**config.mk**
```make
export PLATFORM = sky130hd
export DESIGN_NAME = lcd_parallel_host_port
export DESIGN_NICKNAME = d
export VERILOG_FILES = /design/src/shared/lcd_host_pkg.sv /design/src/hdl/lcd_parallel_host_port.sv
export SDC_FILE = /design/constraint.sdc
export NUM_CORES = 1
export LEC_CHECK = 0
export BUFFER_PORTS_ARGS = -buffer_cell sky130_fd_sc_hd__buf_2
export CORE_MARGIN = 3
export CORE_UTILIZATION = 50
export CTS_BUF_LIST = sky130_fd_sc_hd__clkbuf_4 sky130_fd_sc_hd__clkbuf_8 sky130_fd_sc_hd__clkbuf_16
export CTS_CLUSTER_SIZE = 25
export DETAILED_ROUTE_END_ITERATION = 8
export PLACE_DENSITY_LB_ADDON = 0.3
export SKIP_LAST_GASP = 1
export SYNTH_ARGS = -nofsm -noshare
export SYNTH_HDL_FRONTEND = slang
export SYNTH_SLANG_ARGS = --single-unit
```
**constraint.sdc**
```tcl
create_clock -name clk -period 4 [get_ports clk]
set_input_delay 0.2 -clock clk [delete_from_list [all_inputs] [get_ports clk]]
set_output_delay 0.2 -clock clk [all_outputs]
set_load 0.005 [all_outputs]
```
**src/shared/lcd_host_pkg.sv**
```systemverilog
// package for the parallel host port controller of a display controller
// assumes a 50 MHz system clock; the display latches on strobe edges
package lcd_host_pkg;
    localparam int DATA_W = 18;
    localparam int CLK_NS = 20;
    // strobe timing, ns as printed for the enable phases and setup
    localparam int SETUP_NS = 50;
    localparam int PW_LOW_NS = 33;
    localparam int PW_HIGH_NS = 66;
    localparam int HOLD_NS = 50;
    localparam int SETUP_CYC = (SETUP_NS + CLK_NS - 1) / CLK_NS;
    localparam int PW_LOW_CYC = (PW_LOW_NS + CLK_NS - 1) / CLK_NS;
    localparam int PW_HIGH_CYC = (PW_HIGH_NS + CLK_NS - 1) / CLK_NS;
    localparam int HOLD_CYC = (HOLD_NS + CLK_NS - 1) / CLK_NS;
    // the read synchroniser needs two extra active cycles before data is taken
    localparam int SYNC_CYC = 2;
    localparam int ACTIVE_CYC = PW_HIGH_CYC + SYNC_CYC;
    // reset pulse to the display, ns
    localparam int RESET_NS = 10000;
    localparam int RESET_CYC = RESET_NS / CLK_NS;
    localparam int CNT_W = 16;

    typedef enum logic [2:0] {
        ST_RESET,
        ST_IDLE,
        ST_SETUP,
        ST_ACTIVE,
        ST_RECOVER,
        ST_HOLD
    } phase_t;

    typedef struct packed {
        logic              is_read;
        logic              is_data;
        logic [DATA_W-1:0] wdata;
    } request_t;

    typedef struct packed {
        logic              host_select_n;
        logic              register_data_select;
        logic              wr_strobe;
        logic              rd_strobe;
        logic              reset_n;
        logic              colour_depth_select;
        logic [DATA_W-1:0] bus_out;
        logic              bus_oe;
    } pins_t;

    typedef struct packed {
        phase_t            phase;
        logic [CNT_W-1:0]  cnt;
        request_t          req;
        logic              mode_6800;
        pins_t             pins;
        logic              ready;
        logic              rvalid;
        logic [DATA_W-1:0] rdata;
        logic [DATA_W-1:0] sync1;
        logic [DATA_W-1:0] sync2;
    } state_t;
endpackage : lcd_host_pkg

```
**src/hdl/lcd_parallel_host_port.sv**
```systemverilog
// host side controller that drives the display controller's parallel port
// assumes one 50 MHz clock; bus turnaround relies on the device releasing data when not read
// bus_in comes straight from the pins and is synchronised before any logic reads it
//
// Overview of operation
// - select is driven low for every access, high otherwise.
// - register/data select is driven from the request on every access.
// - 8080 mode: write strobe pulsed low to write.
// - 8080 mode: read strobe driven low to read.
// - 6800 mode: direction pin shares read strobe, high read, low write.
// - host drives the dedicated reset input of the display controller.
`timescale 1ns/1ns
module lcd_parallel_host_port #(
    // phase lengths in clock cycles; each must be one or more
    parameter int RESET_CYCLES   = lcd_host_pkg::RESET_CYC,
    parameter int SETUP_CYCLES   = lcd_host_pkg::SETUP_CYC,
    parameter int ACTIVE_CYCLES  = lcd_host_pkg::ACTIVE_CYC,
    parameter int HOLD_CYCLES    = lcd_host_pkg::HOLD_CYC,
    parameter int RECOVER_CYCLES = lcd_host_pkg::PW_LOW_CYC
) (
    // clock and reset
    input  wire logic                          clk,
    input  wire logic                          rst,
    // configuration: mode_6800 sampled when a request is taken, colour_262k copied every cycle, soft_reset seen in idle
    input  wire logic                          mode_6800,
    input  wire logic                          colour_262k,
    input  wire logic                          soft_reset,
    // request side
    input  wire logic                          req_valid,
    input  wire lcd_host_pkg::request_t        req,
    output logic                               req_ready,
    output logic                               rd_valid,
    output logic [lcd_host_pkg::DATA_W-1:0]    rd_data,
    // display pins
    output lcd_host_pkg::pins_t                pins,
    input  wire logic [lcd_host_pkg::DATA_W-1:0] bus_in
);
    typedef logic [lcd_host_pkg::CNT_W-1:0] count_t;

    // last count of each phase, cut to the counter width on purpose
    localparam count_t RESET_LAST   = count_t'(RESET_CYCLES - 1);
    localparam count_t SETUP_LAST   = count_t'(SETUP_CYCLES - 1);
    localparam count_t ACTIVE_LAST  = count_t'(ACTIVE_CYCLES - 1);
    localparam count_t HOLD_LAST    = count_t'(HOLD_CYCLES - 1);
    localparam count_t RECOVER_LAST = count_t'(RECOVER_CYCLES - 1);

    // reset image: display held in reset, select and strobes idle high, bus released
    localparam lcd_host_pkg::state_t RESET_IMAGE = '{
        phase:     lcd_host_pkg::ST_RESET,
        cnt:       '0,
        req:       '0,
        mode_6800: 1'b0,
        pins:      '{
            host_select_n:        1'b1,
            register_data_select: 1'b0,
            wr_strobe:            1'b1,
            rd_strobe:            1'b1,
            reset_n:              1'b0,
            colour_depth_select:  1'b0,
            bus_out:              '0,
            bus_oe:               1'b0
        },
        ready:     1'b0,
        rvalid:    1'b0,
        rdata:     '0,
        sync1:     '0,
        sync2:     '0
    };

    lcd_host_pkg::state_t cur_ff;
    lcd_host_pkg::state_t nxt_ff;
    count_t               last_cnt;
    logic                 cnt_done;

    always_comb begin
        // one terminal count per phase keeps the counters alike
        case (cur_ff.phase)
            lcd_host_pkg::ST_RESET:   last_cnt = RESET_LAST;
            lcd_host_pkg::ST_SETUP:   last_cnt = SETUP_LAST;
            lcd_host_pkg::ST_ACTIVE:  last_cnt = ACTIVE_LAST;
            lcd_host_pkg::ST_HOLD:    last_cnt = HOLD_LAST;
            lcd_host_pkg::ST_RECOVER: last_cnt = RECOVER_LAST;
            default:                  last_cnt = '0;
        endcase
        cnt_done = (cur_ff.cnt >= last_cnt);

        nxt_ff = cur_ff;
        nxt_ff.rvalid = 1'b0;
        nxt_ff.sync1 = bus_in;
        nxt_ff.sync2 = cur_ff.sync1;
        nxt_ff.pins.colour_depth_select = colour_262k;
        case (cur_ff.phase)
            lcd_host_pkg::ST_RESET: begin
                nxt_ff.pins.reset_n = 1'b0;
                // ready stays low until the display has left reset
                if (cnt_done) begin
                    nxt_ff.pins.reset_n = 1'b1;
                    nxt_ff.phase = lcd_host_pkg::ST_IDLE;
                    nxt_ff.ready = 1'b1;
                    nxt_ff.cnt = '0;
                end else begin
                    nxt_ff.cnt = cur_ff.cnt + 16'h0001;
                end
            end

            lcd_host_pkg::ST_IDLE: begin
                nxt_ff.pins.host_select_n = 1'b1;
                nxt_ff.pins.bus_oe = 1'b0;
                nxt_ff.pins.wr_strobe = ~mode_6800;
                nxt_ff.pins.rd_strobe = 1'b1;
                // a soft reset is only taken in idle so no access is cut short
                if (soft_reset) begin
                    nxt_ff.phase = lcd_host_pkg::ST_RESET;
                    nxt_ff.ready = 1'b0;
                    nxt_ff.cnt = '0;
                end else if (req_valid) begin
                    nxt_ff.req = req;
                    nxt_ff.mode_6800 = mode_6800;
                    nxt_ff.ready = 1'b0;
                    nxt_ff.phase = lcd_host_pkg::ST_SETUP;
                    nxt_ff.cnt = '0;
                    nxt_ff.pins.host_select_n = 1'b0;
                    nxt_ff.pins.register_data_select = req.is_data;
                    nxt_ff.pins.bus_out = req.wdata;
                    nxt_ff.pins.bus_oe = ~req.is_read;
                    // in 6800 mode the read strobe pin carries direction
                    if (mode_6800) begin
                        nxt_ff.pins.rd_strobe = req.is_read;
                    end else begin
                        nxt_ff.pins.rd_strobe = 1'b1;
                    end
                end
            end

            lcd_host_pkg::ST_SETUP: begin
                // select, address and data settle before any strobe moves
                if (cnt_done) begin
                    nxt_ff.cnt = '0;
                    nxt_ff.phase = lcd_host_pkg::ST_ACTIVE;
                    if (cur_ff.mode_6800) begin
                        nxt_ff.pins.wr_strobe = 1'b1;
                    end else if (cur_ff.req.is_read) begin
                        nxt_ff.pins.rd_strobe = 1'b0;
                    end else begin
                        nxt_ff.pins.wr_strobe = 1'b0;
                    end
                end else begin
                    nxt_ff.cnt = cur_ff.cnt + 16'h0001;
                end
            end

            lcd_host_pkg::ST_ACTIVE: begin
                // address, direction and data held unchanged here
                if (cnt_done) begin
                    nxt_ff.cnt = '0;
                    nxt_ff.phase = lcd_host_pkg::ST_HOLD;
                    // extra active cycles let the synchroniser catch up; writes leave the last read alone
                    if (cur_ff.req.is_read) begin
                        nxt_ff.rdata = cur_ff.sync2;
                    end
                    if (cur_ff.mode_6800) begin
                        nxt_ff.pins.wr_strobe = 1'b0;
                    end else begin
                        nxt_ff.pins.wr_strobe = 1'b1;
                        nxt_ff.pins.rd_strobe = 1'b1;
                    end
                end else begin
                    nxt_ff.cnt = cur_ff.cnt + 16'h0001;
                end
            end

            lcd_host_pkg::ST_HOLD: begin
                // data and select outlast the strobe edge that the display latches on
                if (cnt_done) begin
                    nxt_ff.cnt = '0;
                    nxt_ff.phase = lcd_host_pkg::ST_RECOVER;
                    nxt_ff.pins.host_select_n = 1'b1;
                    nxt_ff.pins.bus_oe = 1'b0;
                    nxt_ff.pins.rd_strobe = 1'b1;
                end else begin
                    nxt_ff.cnt = cur_ff.cnt + 16'h0001;
                end
            end

            lcd_host_pkg::ST_RECOVER: begin
                // keeps the enable low long enough before the next cycle
                if (cnt_done) begin
                    nxt_ff.cnt = '0;
                    nxt_ff.phase = lcd_host_pkg::ST_IDLE;
                    nxt_ff.ready = 1'b1;
                    nxt_ff.rvalid = cur_ff.req.is_read;
                end else begin
                    nxt_ff.cnt = cur_ff.cnt + 16'h0001;
                end
            end

            default: begin
                // an unreachable phase falls back to idle with a fresh counter
                nxt_ff.phase = lcd_host_pkg::ST_IDLE;
                nxt_ff.cnt = '0;
            end
        endcase
    end

    always_ff @(posedge clk) begin
        if (rst) begin
            cur_ff <= RESET_IMAGE;
        end else begin
            cur_ff <= nxt_ff;
        end
    end

    // every output is a field of the state register, no logic after the flops
    assign req_ready = cur_ff.ready;
    assign rd_valid = cur_ff.rvalid;
    assign rd_data = cur_ff.rdata;
    assign pins = cur_ff.pins;
endmodule : lcd_parallel_host_port

```
==> results by stage <==
Worst setup path:
- For the worst setup path, the data arrival time is 3720 ps.
- The startpoint identified for the worst register-to-register timing path is cur_ff[120].
- The capturing element type of the critical path is a register.
- Tracing the worst setup path back leads to its startpoint at cur_ff[120].
- STA puts the critical path data required time at 4260 ps.
- The worst setup path is launched from a register.
- Of all nets on the critical path, the largest fanout is 14.
- The critical path is of the reg -> reg type.

Global route:
- The number of antenna violations at the first check in global routing is 0.
- The wire length of the first global-routing pass is 11.8 mm.
- Entering global routing, the biggest net connects 49 pins.
- The number of global-route vias before repair is 2,542.
- The aggregate global-route resource usage is 0.163.
- Summed over all layers, the global routing overflow is 0.

Hold path:
- The startpoint identified for the worst hold timing path is bus_in[0].
- The path class of the tightest hold or removal check is in -> reg.

CTS:
- The clock tree from TritonCTS is built.
- The master cell of the clock root buffer is sky130_fd_sc_hd__clkbuf_8.
- The buffer count from post-CTS setup fixing is 0.
- The post-CTS clock slew at the launch and capture registers of the worst setup and hold paths is 100 ps.
- The clock passes through at most 2 buffers.
- The later-pin clock latency in the skew report is 350 ps.
- The level count of the clock H-tree is 3.
- For this design, the sink count on the clock tree is 102.
- In this run, CTS created clock tree buffers numbering 9.
- The number of hold buffers added after CTS was 0.
- The number of gates resized after CTS was 0.

Timing:
- The fraction of the cycle the final worst path needs is 0.865.
- The setup slack of the critical path after layout is 541 ps.
- The number of max-slew violations in the final report was 0.
- The pin slew with the least headroom to its limit is 1210 ps.
- The maximum frequency from static timing analysis is 289 MHz.
- The sum of negative setup slack is 0 ps.
- Measured against its own limit, the worst slew margin works out to 0.187.
- Setup repair after global routing left no endpoint under its margin.
- The number of failing hold endpoints at the final stage was 0.
- Between clock sinks in the finished design, the worst skew comes to 10.5 ps.
- The shortest clock period the worst path allows after layout is 3460 ps.
- The total of endpoints with negative setup slack in the final report is 0.

Final layout:
- Leaving out fill and tap cells, the most frequent cells in the layout are 102 x sky130_fd_sc_hd__dfxtp_1, 88 x sky130_fd_sc_hd__buf_2, 52 x sky130_fd_sc_hd__nand2_1.
- The repair_antennas step left the layout with diodes totalling 0.
- Of the cells placed in the final design, the portion with a size suffix greater than 1 is 0.227.
- The final standard cell area without fillers is 4480 um^2.
- Leaving out fill and tap cells, the most frequent cell in the layout is sky130_fd_sc_hd__dfxtp_1.
- Compared with the post-synthesis result, the final layout area differs by 9.62%.
- The non-filler instance count after layout is 587.
- The net count of the finished layout is 533.

Pwr:
- The static leakage power is 0.00189 uW.
- The peak ir drop on the vdd network is 180 uV.
- The power per standard cell area is 422 nW/um^2.

Detailed routing:
- The first-iteration detailed-routing DRC count is 160.
- The final route contains 2,922 vias.
- Dividing the detail-routed via count by the number of cells gives 4.98.
- The first detailed-routing pass took 4 iterations.
- The post-detailed-route count of antenna-violating nets is 0.
- The detail-routed net length per standard cell is 13.0 um.
- The residual DRC count is 0.
- The routed wire length is 7.66 mm.

Yosys:
- After synthesis the netlist holds a flip-flop and latch count of 102.
- The fraction of synthesis flops using an asynchronous set or reset pin is 0.
- The synthesized netlist occupies a cell area of 4080 um^2.
- The share of synthesized area occupied by flip-flops and latches is 0.500.
- The total nets after synthesis is 496.
- In this run, synthesis inferred 0 flip-flops with an integrated enable.
- The mean instance size in the synthesized netlist is 9.22 um^2.
- The count of warnings emitted by yosys is 0.
- Among all flip-flop cells after synthesis, the most frequent one is sky130_fd_sc_hd__dfxtp_1.
- The cell count after synthesis came out at 443.
- The distinct cell type count of the synthesized netlist is 38.

Floorplan:
- The vertical extent of the die is 96.4 um.
- The floorplan step defined a die boundary enclosing 9290 um^2.
- During I/O placement, the number of pins put on the boundary was 89.
- Row generation in the floorplan step produced 32 rows.
- For this configuration, the core starts out at a cell density of 0.523.
- The core outline area is 7810 um^2.
- The die width is 96.4 um.

Outcome:
- The run finished with clean final reports.

Place:
- The number of buffers added on ports is 88.
- In this run the cell area measured after placement is 4260 um^2.
- The congestion estimate from routability-driven global placement came to 0.888.
- OpenSTA, run right after detailed placement, puts the worst setup slack at 588 ps.
- The wire-length estimate of the detail-placed layout is 5.33 mm.
- Counting tap cells, the placed design contains a total of 571 instances.

Job:
- Max-cap violations in this run came to 0.
through the flow:
stage,total power [uW],utilization,hold slack [ps]
detailed placement,1240,0.546,412
floorplan,1200,-,328
global route,1960,0.573,27.8
finish,1890,0.573,43.4
global placement,1240,0.546,409
CTS,1900,0.573,26.1
cells in the mapped netlist, types with 3 or more instances:
library cell	instances	area share
sky130_fd_sc_hd__nand3_1	6	0.0074
sky130_fd_sc_hd__ha_1	9	0.028
sky130_fd_sc_hd__mux2i_1	21	0.051
sky130_fd_sc_hd__nand2_1	52	0.048
sky130_fd_sc_hd__a21oi_1	39	0.048
sky130_fd_sc_hd__or3_1	3	0.0046
sky130_fd_sc_hd__inv_1	8	0.0074
sky130_fd_sc_hd__nand2b_1	6	0.0092
sky130_fd_sc_hd__nor2_1	27	0.025
sky130_fd_sc_hd__buf_4	45	0.083
sky130_fd_sc_hd__a211oi_1	5	0.0092
sky130_fd_sc_hd__nor2b_1	40	0.061
sky130_fd_sc_hd__and3b_1	3	0.0064
sky130_fd_sc_hd__nand4_1	4	0.0061
sky130_fd_sc_hd__and2_1	5	0.0077
sky130_fd_sc_hd__dfxtp_1	102	0.50
sky130_fd_sc_hd__and3_1	5	0.0077
sky130_fd_sc_hd__o21ai_0	17	0.021
sky130_fd_sc_hd__clkbuf_1	19	0.017
sky130_fd_sc_hd__nor3_1	5	0.0061
sequential cells by signal (all words and copies together), names as in the netlist:
signal	flops
rd_data	18
pins	25
rd_valid	1
req_ready	1
cur_ff	57
cell type report:
type / count / area [um^2]
flip-flops and latches: 102 / 2040
multi-input cells: 268 / 1600
inverters: 8 / 30.0
well taps: 102 / 128
fillers: 706 / 3330
repair buffers: 91 / 463
clock inverters: 6 / 81.3
clock buffers: 10 / 131
critical path: stages (launching register included):
cell	delay, ps
sky130_fd_sc_hd__dfxtp_1	600
sky130_fd_sc_hd__and3b_1	270
sky130_fd_sc_hd__inv_1	110
sky130_fd_sc_hd__o21ai_0	100
sky130_fd_sc_hd__ha_1	280
sky130_fd_sc_hd__nand2b_1	140
sky130_fd_sc_hd__a2111oi_0	560
sky130_fd_sc_hd__o311ai_1	380
sky130_fd_sc_hd__a21oi_1	410
sky130_fd_sc_hd__buf_4	240
sky130_fd_sc_hd__a21oi_1	80
sky130_fd_sc_hd__o32ai_1	180
power by group:
group | leakage, uW | internal (uW) | switching, uW | total, uW
sequential | 0.000831 | 1050 | 18.2 | 1060
combinational | 0.000949 | 67.9 | 88.0 | 156
clock | 0.000107 | 307 | 361 | 669
total | 0.00189 | 1420 | 467 | 1890
per-layer routing:
layer,GRT usage,routed length (um)
met1,0.216,3570
met2,0.261,3590
met3,0.0387,465
met4,0.0537,30
met5,0,0
cells by family after synthesis:
family                     synth area share
and+or+nand+nor                       0.201
DFF                                   0.500
AOI/OAI and AO/OA                     0.109
buffers and inverters                 0.109
muxes                                0.0515
adders and majority gates            0.0276
xor gates and xnor gates            0.00214
path summary, 6_finish.rpt:
check	cells past startpoint	to	slack, ps
worst max register to register	11	cur_ff[106]	540
worst min register to register	1	cur_ff[11]	440
worst min-delay path	2	cur_ff[18]	40
worst max-delay path	11	cur_ff[106]	540
(Power assumes the default switching activity.)
